--- src/rtl/csc_pkg.sv ---
// Purpose: Shared constants and types of the system clock select block
// Assumes: 32-bit AHB-Lite register bus, word aligned registers
// Notes: Register indices times four give the byte address
package csc_pkg;

  // ==========================================================
  // Register map (index, byte address is index * 4)
  localparam logic [7:0] CSC_IDX_CLOCK_MODE = 8'h03;
  localparam logic [7:0] CSC_IDX_XTAL_CTRL = 8'h0b;
  localparam logic [7:0] CSC_IDX_STATUS = 8'h0c;

  // ==========================================================
  // Clock mode values and fields
  localparam logic [7:0] CSC_CM_DIV2 = 8'h34;
  localparam logic [7:0] CSC_CM_DIV4 = 8'h14;
  localparam logic [7:0] CSC_CM_DIV8 = 8'h3c;
  localparam logic [7:0] CSC_CM_DIV16 = 8'h1c;
  localparam logic [7:0] CSC_CM_DIV32 = 8'h7c;
  localparam logic [7:0] CSC_CM_SLOW = 8'he4;
  localparam logic [7:0] CSC_CM_BOOT_DIV64 = 8'h74;
  localparam logic [7:0] CSC_CM_RESET = 8'hf4;
  localparam int CSC_CM_FAST_EN_BIT = 4;
  localparam int CSC_CM_SLOW_EN_BIT = 2;
  // Source select code is {mode[7:5], mode[3]}
  localparam logic [3:0] CSC_SEL_DIV2 = 4'h2;
  localparam logic [3:0] CSC_SEL_DIV4 = 4'h0;
  localparam logic [3:0] CSC_SEL_DIV8 = 4'h3;
  localparam logic [3:0] CSC_SEL_DIV16 = 4'h1;
  localparam logic [3:0] CSC_SEL_DIV32 = 4'h7;
  localparam logic [3:0] CSC_SEL_DIV64 = 4'h6;
  localparam logic [3:0] CSC_SEL_SLOW = 4'he;
  localparam logic [3:0] CSC_SEL_XTAL = 4'ha;

  // ==========================================================
  // Crystal control fields and reset values
  localparam int CSC_XC_EN_BIT = 7;
  localparam int CSC_XC_DRV_MSB = 6;
  localparam int CSC_XC_DRV_LSB = 5;
  localparam logic [7:0] CSC_XC_RESET = 8'h00;

  // ==========================================================
  // Calibration directive options
  localparam logic [2:0] CSC_OPT_DIV2 = 3'h0;
  localparam logic [2:0] CSC_OPT_DIV4 = 3'h1;
  localparam logic [2:0] CSC_OPT_DIV8 = 3'h2;
  localparam logic [2:0] CSC_OPT_DIV16 = 3'h3;
  localparam logic [2:0] CSC_OPT_DIV32 = 3'h4;
  localparam logic [2:0] CSC_OPT_SLOW = 3'h5;
  localparam logic [2:0] CSC_BOOT_WAIT = 3'h4;

  // ==========================================================
  // Types
  typedef enum logic [1:0] {CSC_SRC_FAST, CSC_SRC_SLOW, CSC_SRC_XTAL} csc_src_t;
  typedef enum logic [0:0] {CSC_ST_RUN, CSC_ST_ALIGN} csc_state_t;
  typedef struct packed {
    csc_src_t src;
    logic [2:0] divlog;
  } csc_cfg_t;
  typedef struct packed {
    logic fast;
    logic slow;
    logic xtal;
  } csc_osc_t;
  typedef struct packed {
    logic [2:0] opt;
    logic boot_fast;
    csc_osc_t osc;
  } csc_pins_t;

endpackage : csc_pkg

--- src/rtl/csc_sync3.sv ---
// Purpose: Three-stage input synchroniser with agreement filter
// Assumes: Inputs asynchronous to clk
// Notes: Output follows only when the second and third stages agree
`timescale 1ns/10ps
module csc_sync3 import csc_pkg::*; #(
  parameter int W = 7
) (
  // Clock and reset
  input wire logic clk,
  input wire logic rst_n,
  input wire logic ce,
  // Data
  input wire logic [W-1:0] din,
  output logic [W-1:0] dout
);

  typedef struct packed {
    logic [W-1:0] s1;
    logic [W-1:0] s2;
    logic [W-1:0] s3;
    logic [W-1:0] q;
  } csc_sync_st_t;

  csc_sync_st_t st_q, st_d;

  always_comb begin
    st_d = st_q;
    st_d.s1 = din;
    st_d.s2 = st_q.s1;
    st_d.s3 = st_q.s2;
    for (int i = 0; i < W; i++) begin
      if (st_q.s2[i] == st_q.s3[i]) begin
        st_d.q[i] = st_q.s3[i];
      end
    end
  end

  always_ff @(posedge clk or negedge rst_n) begin
    if (!rst_n) begin
      st_q <= '0;
    end else if (ce) begin
      st_q <= st_d;
    end
  end

  assign dout = st_q.q;

endmodule : csc_sync3

--- src/rtl/csc_clock_ctrl.sv ---
// Purpose: System clock source select, divider and oscillator enables
// Assumes: Oscillator levels arrive as asynchronous pins, sampled at clk
// Notes: Output clock is rebuilt from sampled levels; no runt periods
`timescale 1ns/10ps
module csc_clock_ctrl import csc_pkg::*; (
  // Clock and reset
  input wire logic clk,
  input wire logic rst_n,
  input wire logic ce,
  // AHB-Lite slave
  input wire logic hsel,
  input wire logic [31:0] haddr,
  input wire logic [1:0] htrans,
  input wire logic hwrite,
  input wire logic [2:0] hsize,
  input wire logic [31:0] hwdata,
  input wire logic hready,
  output logic [31:0] hrdata,
  output logic hreadyout,
  output logic hresp,
  // Oscillator levels and boot straps
  input wire logic fast_internal_rc,
  input wire logic slow_internal_rc,
  input wire logic crystal_oscillator,
  input wire logic [2:0] calibration_directive,
  input wire logic boot_fast,
  // Oscillator controls
  output logic fast_rc_en,
  output logic slow_rc_en,
  output logic crystal_en,
  output logic [1:0] crystal_drive,
  // System side
  output logic system_clock_select,
  output logic watchdog_en,
  output logic port_a_pin_five_input
);

  typedef struct packed {
    logic [2:0] boot_cnt;
    logic boot_done;
    logic [7:0] clock_mode;
    logic [7:0] xtal_ctrl;
    logic wdt_en;
    logic dph_wr;
    logic [7:0] dph_idx;
    logic [31:0] rdata;
    csc_cfg_t act;
    csc_state_t fsm;
    logic fast_prev;
    logic [5:0] fast_cnt;
    logic sys_clk;
  } csc_state_s_t;

  csc_state_s_t s_q, s_d;
  csc_pins_t pins_raw, pins;

  // ==========================================================
  // Pin synchronisers
  assign pins_raw = '{opt: calibration_directive, boot_fast: boot_fast,
                      osc: '{fast: fast_internal_rc, slow: slow_internal_rc,
                             xtal: crystal_oscillator}};

  csc_sync3 #(.W($bits(csc_pins_t))) u_sync (
    .clk(clk),
    .rst_n(rst_n),
    .ce(ce),
    .din(pins_raw),
    .dout(pins)
  );

  // ==========================================================
  // Mode decode
  function automatic csc_cfg_t decode_mode(input logic [7:0] cm);
    csc_cfg_t c;
    c.src = CSC_SRC_FAST;
    c.divlog = 3'd6;
    unique case ({cm[7:5], cm[3]})
      CSC_SEL_DIV2: c.divlog = 3'd1;
      CSC_SEL_DIV4: c.divlog = 3'd2;
      CSC_SEL_DIV8: c.divlog = 3'd3;
      CSC_SEL_DIV16: c.divlog = 3'd4;
      CSC_SEL_DIV32: c.divlog = 3'd5;
      CSC_SEL_DIV64: c.divlog = 3'd6;
      CSC_SEL_SLOW: begin
        c.src = CSC_SRC_SLOW;
        c.divlog = 3'd0;
      end
      // Bit 3 is a don't-care for the crystal, so both crystal codes pick it
      CSC_SEL_XTAL, CSC_SEL_XTAL | 4'h1: begin
        c.src = CSC_SRC_XTAL;
        c.divlog = 3'd0;
      end
      // Unlisted codes fall back to the slowest fast ratio
      default: c.divlog = 3'd6;
    endcase
    return c;
  endfunction : decode_mode

  function automatic logic src_level(input csc_cfg_t c, input csc_osc_t o,
                                     input logic [5:0] cnt, input logic [7:0] cm,
                                     input logic [7:0] xc);
    logic l;
    l = 1'b0;
    unique case (c.src)
      CSC_SRC_FAST: l = cm[CSC_CM_FAST_EN_BIT] & cnt[c.divlog - 3'd1];
      CSC_SRC_SLOW: l = cm[CSC_CM_SLOW_EN_BIT] & o.slow;
      CSC_SRC_XTAL: l = xc[CSC_XC_EN_BIT] & o.xtal;
    endcase
    return l;
  endfunction : src_level

  csc_cfg_t want;
  logic addr_ok;
  logic new_lvl;

  // ==========================================================
  // Next state
  always_comb begin
    s_d = s_q;
    addr_ok = hsel & htrans[1] & hready;

    // Boot load after straps have settled through the synchroniser
    if (!s_q.boot_done) begin
      s_d.boot_cnt = s_q.boot_cnt + 3'd1;
      if (s_q.boot_cnt == CSC_BOOT_WAIT) begin
        s_d.boot_done = 1'b1;
        s_d.wdt_en = 1'b0;
        unique case (pins.opt)
          CSC_OPT_DIV2: s_d.clock_mode = CSC_CM_DIV2;
          CSC_OPT_DIV4: s_d.clock_mode = CSC_CM_DIV4;
          CSC_OPT_DIV8: s_d.clock_mode = CSC_CM_DIV8;
          CSC_OPT_DIV16: s_d.clock_mode = CSC_CM_DIV16;
          CSC_OPT_DIV32: s_d.clock_mode = CSC_CM_DIV32;
          CSC_OPT_SLOW: s_d.clock_mode = CSC_CM_SLOW;
          default: begin
            s_d.wdt_en = 1'b1;
            s_d.clock_mode = pins.boot_fast ? CSC_CM_BOOT_DIV64 : CSC_CM_RESET;
          end
        endcase
      end
    end

    // Bus data phase: writes land here, clock mode takes effect at once
    if (s_q.dph_wr && s_q.boot_done) begin
      if (s_q.dph_idx == CSC_IDX_CLOCK_MODE) begin
        s_d.clock_mode = hwdata[7:0];
      end else if (s_q.dph_idx == CSC_IDX_XTAL_CTRL) begin
        s_d.xtal_ctrl = hwdata[7:0];
      end
    end

    // Address phase; read data sampled from post-write values
    s_d.dph_wr = addr_ok & hwrite;
    s_d.dph_idx = haddr[9:2];
    if (addr_ok && !hwrite) begin
      if (haddr[9:2] == CSC_IDX_CLOCK_MODE) begin
        s_d.rdata = {24'h000000, s_d.clock_mode};
      end else if (haddr[9:2] == CSC_IDX_XTAL_CTRL) begin
        s_d.rdata = {24'h000000, s_d.xtal_ctrl};
      end else if (haddr[9:2] == CSC_IDX_STATUS) begin
        s_d.rdata = {24'h000000, 1'b0, pins.opt, s_q.sys_clk, s_q.fsm == CSC_ST_ALIGN,
                     s_q.wdt_en, s_q.boot_done};
      end else begin
        s_d.rdata = 32'h00000000;
      end
    end

    // Fast RC ratio counter, advanced on each sampled rising edge
    s_d.fast_prev = pins.osc.fast;
    if (pins.osc.fast && !s_q.fast_prev) begin
      s_d.fast_cnt = s_q.fast_cnt + 6'd1;
    end

    // Glitch-free switch: change source only while output is low,
    // then hold low until the new source is low too
    want = decode_mode(s_q.clock_mode);
    new_lvl = src_level(s_q.act, pins.osc, s_q.fast_cnt, s_q.clock_mode, s_q.xtal_ctrl);
    unique case (s_q.fsm)
      CSC_ST_RUN: begin
        if (want != s_q.act && !s_q.sys_clk) begin
          s_d.act = want;
          s_d.fsm = CSC_ST_ALIGN;
          s_d.sys_clk = 1'b0;
        end else begin
          // A disabled source stops the clock; that is the hang software avoids
          s_d.sys_clk = new_lvl;
        end
      end
      CSC_ST_ALIGN: begin
        s_d.sys_clk = 1'b0;
        if (!new_lvl) begin
          s_d.fsm = CSC_ST_RUN;
        end
      end
    endcase
  end

  always_ff @(posedge clk or negedge rst_n) begin
    if (!rst_n) begin
      s_q <= '{boot_cnt: 3'h0, boot_done: 1'b0, clock_mode: CSC_CM_RESET,
               xtal_ctrl: CSC_XC_RESET, wdt_en: 1'b1, dph_wr: 1'b0, dph_idx: 8'h00,
               rdata: 32'h00000000, act: '{src: CSC_SRC_SLOW, divlog: 3'd0},
               fsm: CSC_ST_RUN, fast_prev: 1'b0, fast_cnt: 6'h00, sys_clk: 1'b0};
    end else if (ce) begin
      s_q <= s_d;
    end
  end

  // ==========================================================
  // Outputs
  assign hrdata = s_q.rdata;
  // Stall the bus while frozen so that no transfer is silently dropped
  assign hreadyout = ce;
  assign hresp = 1'b0;
  assign fast_rc_en = s_q.clock_mode[CSC_CM_FAST_EN_BIT];
  assign slow_rc_en = s_q.clock_mode[CSC_CM_SLOW_EN_BIT];
  assign crystal_en = s_q.xtal_ctrl[CSC_XC_EN_BIT];
  assign crystal_drive = s_q.xtal_ctrl[CSC_XC_DRV_MSB:CSC_XC_DRV_LSB];
  assign system_clock_select = s_q.sys_clk;
  assign watchdog_en = s_q.wdt_en;
  // Port A pin five is left an input in every boot mode
  assign port_a_pin_five_input = 1'b1;

  // ==========================================================
  // Assertions
  a_boot_div8: assert property (@(posedge clk) disable iff (!rst_n)
    $rose(s_q.boot_done) && $past(pins.opt) == CSC_OPT_DIV8 |-> s_q.clock_mode == CSC_CM_DIV8)
    else $error("divide-by-8 boot value wrong");
  a_boot_div16: assert property (@(posedge clk) disable iff (!rst_n)
    $rose(s_q.boot_done) && $past(pins.opt) == CSC_OPT_DIV16 |-> s_q.clock_mode == CSC_CM_DIV16)
    else $error("divide-by-16 boot value wrong");
  a_boot_div32: assert property (@(posedge clk) disable iff (!rst_n)
    $rose(s_q.boot_done) && $past(pins.opt) == CSC_OPT_DIV32 |-> s_q.clock_mode == CSC_CM_DIV32)
    else $error("divide-by-32 boot value wrong");
  a_boot_slow_rc: assert property (@(posedge clk) disable iff (!rst_n)
    $rose(s_q.boot_done) && $past(pins.opt) == CSC_OPT_SLOW |-> !fast_rc_en && slow_rc_en)
    else $error("slow RC boot leaves fast RC on");
  a_boot_div2: assert property (@(posedge clk) disable iff (!rst_n)
    $rose(s_q.boot_done) && $past(pins.opt) == CSC_OPT_DIV2 |-> s_q.clock_mode == CSC_CM_DIV2)
    else $error("divide-by-2 boot value wrong");
  a_boot_wdt_off: assert property (@(posedge clk) disable iff (!rst_n)
    $rose(s_q.boot_done) && $past(pins.opt) <= CSC_OPT_SLOW |-> !watchdog_en && slow_rc_en)
    else $error("calibrated boot leaves watchdog on");
  a_boot_disable: assert property (@(posedge clk) disable iff (!rst_n)
    $rose(s_q.boot_done) && $past(pins.opt) > CSC_OPT_SLOW |-> watchdog_en)
    else $error("uncalibrated boot disables watchdog");
  a_xtal_enable: assert property (@(posedge clk) disable iff (!rst_n)
    ce && s_q.dph_wr && s_q.boot_done && s_q.dph_idx == CSC_IDX_XTAL_CTRL
    |=> crystal_en == $past(hwdata[7]) && crystal_drive == $past(hwdata[6:5]))
    else $error("crystal control write not applied");
  a_mode_write: assert property (@(posedge clk) disable iff (!rst_n)
    ce && s_q.dph_wr && s_q.boot_done && s_q.dph_idx == CSC_IDX_CLOCK_MODE
    |=> s_q.clock_mode == $past(hwdata[7:0]) && fast_rc_en == $past(hwdata[4]))
    else $error("clock mode write not applied");
  a_no_runt: assert property (@(posedge clk) disable iff (!rst_n)
    s_q.act != $past(s_q.act) |-> !system_clock_select && !$past(system_clock_select))
    else $error("source changed while clock high");
  a_align_low: assert property (@(posedge clk) disable iff (!rst_n)
    s_q.fsm == CSC_ST_ALIGN |-> !system_clock_select)
    else $error("clock high during alignment");
  a_xtal_decode: assert property (@(posedge clk) disable iff (!rst_n)
    ce && s_q.fsm == CSC_ST_RUN && !s_q.sys_clk && s_q.clock_mode[7:5] == CSC_SEL_XTAL[3:1]
    |=> s_q.act.src == CSC_SRC_XTAL)
    else $error("crystal code not decoded");
  a_slow_enable: assert property (@(posedge clk) disable iff (!rst_n)
    ce && s_q.dph_wr && s_q.boot_done && s_q.dph_idx == CSC_IDX_CLOCK_MODE
    |=> slow_rc_en == $past(hwdata[2]))
    else $error("slow RC enable write not applied");
  a_ce_freeze: assert property (@(posedge clk) disable iff (!rst_n)
    !ce |=> $stable(system_clock_select) && $stable(hrdata) && $stable(s_q.clock_mode))
    else $error("state moved while clock enable low");

  c_to_xtal: cover property (@(posedge clk) disable iff (!rst_n)
    s_q.act.src == CSC_SRC_XTAL && s_q.fsm == CSC_ST_RUN && system_clock_select);
  c_to_fast2: cover property (@(posedge clk) disable iff (!rst_n)
    $past(s_q.act.src) == CSC_SRC_SLOW && s_q.act.divlog == 3'd1);
  c_to_slow: cover property (@(posedge clk) disable iff (!rst_n)
    $past(s_q.act.src) == CSC_SRC_FAST && s_q.act.src == CSC_SRC_SLOW);
  c_fast_to_xtal: cover property (@(posedge clk) disable iff (!rst_n)
    $past(s_q.act.src) == CSC_SRC_FAST && s_q.act.src == CSC_SRC_XTAL);
  c_div_step: cover property (@(posedge clk) disable iff (!rst_n)
    $past(s_q.act.divlog) == 3'd1 && s_q.act.divlog == 3'd2);

endmodule : csc_clock_ctrl

--- config.mk ---
export PLATFORM = sky130hd
export DESIGN_NAME = csc_clock_ctrl
export DESIGN_NICKNAME = d
export VERILOG_FILES = /design/src/rtl/csc_pkg.sv /design/src/rtl/csc_sync3.sv /design/src/rtl/csc_clock_ctrl.sv
export SDC_FILE = /design/constraint.sdc
export NUM_CORES = 1
export LEC_CHECK = 0
export BUFFER_PORTS_ARGS = -buffer_cell sky130_fd_sc_hd__buf_4
export CAP_MARGIN = 0
export CORE_ASPECT_RATIO = 0.8
export CORE_UTILIZATION = 50
export CTS_CLUSTER_SIZE = 40
export DETAILED_ROUTE_END_ITERATION = 6
export PLACE_DENSITY_LB_ADDON = 0.2
export SYNTH_ARGS = -nofsm -noshare
export SYNTH_HDL_FRONTEND = slang
export SYNTH_HIERARCHICAL = 1
export SYNTH_SLANG_ARGS = --single-unit
--- constraint.sdc ---
create_clock -name clk -period 2.29 [get_ports clk]
set_input_delay 0.1145 -clock clk [delete_from_list [all_inputs] [get_ports clk]]
set_output_delay 0.1145 -clock clk [all_outputs]
set_load 0.05 [all_outputs]
==> metrics.md <==
| Metric | Value |
|---|---|
| Setup WS pre-CTS | 0.163 ns |
| Register area share after synthesis | 46.1% |
| Largest delay contributor family on the critical path | flip-flops |
| # hold bufs at CTS | 10 |
| Initial antenna violation count | 0 |
| Vias in the first global route | 2853 |
| Core Box Area | 8480 µm² |
| Worst reg2reg startpoint | s_q[70] |
| Largest vdd supply drop | 0.506 mV |
| Crit Path Class | flop to flop |
| Worst Path Arrival | 2.36 ns |
| Yosys Warn Count | 6 |
| Pin count of the biggest net entering global routing | 81 |
| Synth Instances | 387 |
| Port bufs | 45 |
| Overflow after GRT | 0 |
| Number of max-cap violations | 0 |
| Final wirelength | 8220 µm |
| Crit path capture type | flop |
| Placer Congestion | 0.793 |
| Reg2Reg Setup Slack | 0.16 ns |
| Vias per std cell | 5.31 |
| Die X | 106 µm |
| Hold Vio Cnt, Final | 0 |
| Dpl cells | 520 |
| Worst-path clk slew | 0.08 ns |
| Post-synth EDFFs | 0 |
| Area delta synth->final | 13.5% |
| Final Max Slew Viols | 0 |
| Detailed-route wire length per cell | 14.8 µm |
| Rows | 30 |
| H-Tree Depth | 3 |
| Post-synth cell types | 64 |
| Post-synthesis mux area share | 15.1% |
| Nets@finish | 526 |
| Reg2reg path depth | 6 |
| Clock tree buffer depth | 2 |
| Hold WC Path Type | primary input to flop |
| Overall routing resource usage | 20.1% |
| Ys flop type | dfrtp_1 |
| FF-to-FF End | s_q[13] |
| Setup Viol. Count Final | 0 |
| Clock Skew | 0.0101 ns |
| Post-Synth Simple-Gate Area | 11.6% |
| Diode count | 0 |
| Compound-Gate Fraction of Synth Area | 12.0% |
| Initial Util | 51.4% |
| Crit path launch | s_q[70] |
| Post-Synth XOR/XNOR Area | 2.21% |
| Fin crit period | 2.13 ns |
| Routed Antenna Nets | 0 |
| Max-slew headroom | 60.7% |
| WHS | 0.0291 ns |
| Post-route cell area | 4950 µm² |
| Largest family of logic cells by synthesized area | multiplexers |
| Ports | 124 |
| Synth Register Bits | 80 |
| Slowest CP cell | dfstp_2 |
| Die ar. | 9100 µm² |
| Total clock sinks | 80 |
| Worst-skew pair later-pin latency | 0.35 ns |
| First-pass GRT wire length | 14100 µm |
| Lkg Pwr | 2.24 nW |
| Slew @ Worst Pin | 0.583 ns |
| Layout Utilization | 58.3% |
| Fmax | 0.470 GHz |
| CTS tree | done |
| Kind of start point of the critical path | flop |
| Share of post-route cells with drive strength above 1 | 32.7% |
| Post-Layout Cell Count | 555 |
| Crit-path max cell delay | 0.63 ns |
| Post-Synth Adder-Cell Area | 1.98% |
| Synth Area per Inst | 11.3 µm² |
| # DRC | 0 |
| Pre-antenna DRT Iters | 4 |
| Status | finished clean |
| CTS root buffer | clkbuf_8 |
| Worst path required time | 2.52 ns |
| Worst Path Buf+Inv | 1 |
| Crit Path Max Fanout | 9 |
| Final HPWL from detailed placement | 5690 µm |
| Post-cts sizing count | 0 |
| Mapped Area | 4360 µm² |
| Vias | 2945 |
| Crit path depth | 6 |
| RSZ-0062 raised after global routing | no |
| PnR worst setup slack | 0.162 ns |
| Worst Setup EP | s_q[13] |
| Design Power | 4.90 mW |
| CTS Buf Count | 9 |
| Die height | 85.5 µm |
| Placed inst area | 4590 µm² |
| Final setup TNS | 0 ns |
| P per Cell Area | 990 nW/µm² |
| Initial DRC Count | 100 |
| Final period utilization | 92.9% |
| Post-CTS Setup Inserts | 0 |
| Ys async rst share | 100% |
| CP cell instances | inv_1 > maj3_2 > a32oi_1 > xnor2_1 > a21oi_4 > mux2_4 |
-- cell families (layout without fill, tap and decap cells) --
kind of cell,after synthesis,after routing
xor gates and xnor gates,11,11
other,2,26
buffers and inverters,71,103
AOI/OAI and AO/OA,71,71
adders and majority gates,7,7
muxes,58,58
and+or+nand+nor,87,87
DFF,80,80
-- sequential cells by signal (all words and copies together), names as in the netlist --
| signal | count |
|---|---|
| watchdog_en | 1 |
| s_q | 37 |
| u_sync/st_q | 7 |
| crystal_drive | 2 |
| hrdata | 8 |
| u_sync/st_d | 14 |
| fast_rc_en | 1 |
| u_sync/dout | 7 |
| slow_rc_en | 1 |
| crystal_en | 1 |
| system_clock_select | 1 |
-- placed cells by master (no fill, tap or decap), drive strengths merged, types with 3 or more instances in the layout --
cell	count
xnor2	10
buf	54
mux2	45
nor3	4
a21oi	18
nand3b	3
o221ai	5
inv	14
a22o	5
a211oi	4
mux2i	12
nand2	30
clkinv	3
conb	26
a21o	6
dfstp	7
o221a	7
o21ai	13
and3	4
or2b	4
nor4	3
clkbuf	11
dfrtp	73
nand3	9
nor2b	3
nor2	12
dlygate4sd3	19
ha	6
nand2b	3
-- how the worst min path moves through the flow --
stage	endpoint	startpoint	cells after the start
2_1_floorplan	crystal_drive[0]	rst_n	0
3_3_place_gp	s_q[47]	rst_n	2
3_5_place_dp	hrdata[1]	rst_n	2
4_1_cts	s_q[57]	hwdata[1]	2
5_1_grt	s_q[51]	haddr[7]	2
6_report	crystal_en	hwdata[7]	2
-- cell type report --
cell class                      count  area [µm²]
Fill cell                         745        3540
Sequential cell                    80        2010
Multi-Input combinational cell    260        1970
Timing Repair Buffer               73         608
Tap cell                          112         140
Clock buffer                       11         131
Inverter                           14        52.6
Clock inverter                      5        33.8
-- worst reg2reg max path, stage by stage, from the launching register on --
cell and delay, ns:
dfstp_2 0.63, inv_1 0.10, maj3_2 0.31, a32oi_1 0.24, xnor2_1 0.17, a21oi_4 0.25
mux2_4 0.32
-- metal layers --
layer / share of wire (%) / GRT usage [%] / up-vias
met1: 48 / 27.2 / 1456
met4: 1.0 / 4.98 / 0
met5: 0 / 0 / -
met2: 46 / 31.6 / 75
met3: 4.9 / 6.38 / 9
li1: - / - / 1405
-- report_power, final --
group          internal (mW)  switching, mW  total, mW  leakage (nW)
clock                  0.392          0.500      0.892        0.0793
sequential              1.80          0.422       2.22         0.958
combinational          0.833          0.949       1.78          1.20
total                   3.03           1.87       4.90          2.24
-- Yosys cell counts (3+ instances only) --
| cell | number | area [µm²] |
|---|---|---|
| dfrtp_1 | 73 | 1830 |
| buf_4 | 45 | 338 |
| mux2_2 | 43 | 484 |
| nand2_1 | 29 | 109 |
| a21oi_1 | 17 | 85.1 |
| inv_1 | 13 | 48.8 |
| o21ai_0 | 13 | 65.1 |
| mux2i_1 | 12 | 120 |
| nor2_1 | 12 | 45.0 |
| xnor2_1 | 10 | 87.6 |
| nand3_1 | 9 | 45.0 |
| dfstp_2 | 7 | 184 |
| o221a_2 | 7 | 78.8 |
| ha_1 | 6 | 75.1 |
| a21o_1 | 5 | 37.5 |
| a22o_1 | 5 | 43.8 |
| o221ai_1 | 5 | 43.8 |
| and3_1 | 4 | 25.0 |
| buf_2 | 4 | 20.0 |
| or2b_1 | 4 | 30.0 |
| buf_6 | 3 | 33.8 |
| clkbuf_1 | 3 | 11.3 |
| nand2b_1 | 3 | 18.8 |
| nand3b_1 | 3 | 22.5 |
| nor3_1 | 3 | 15.0 |
Note: power is estimated with default switching activity, not from simulation.
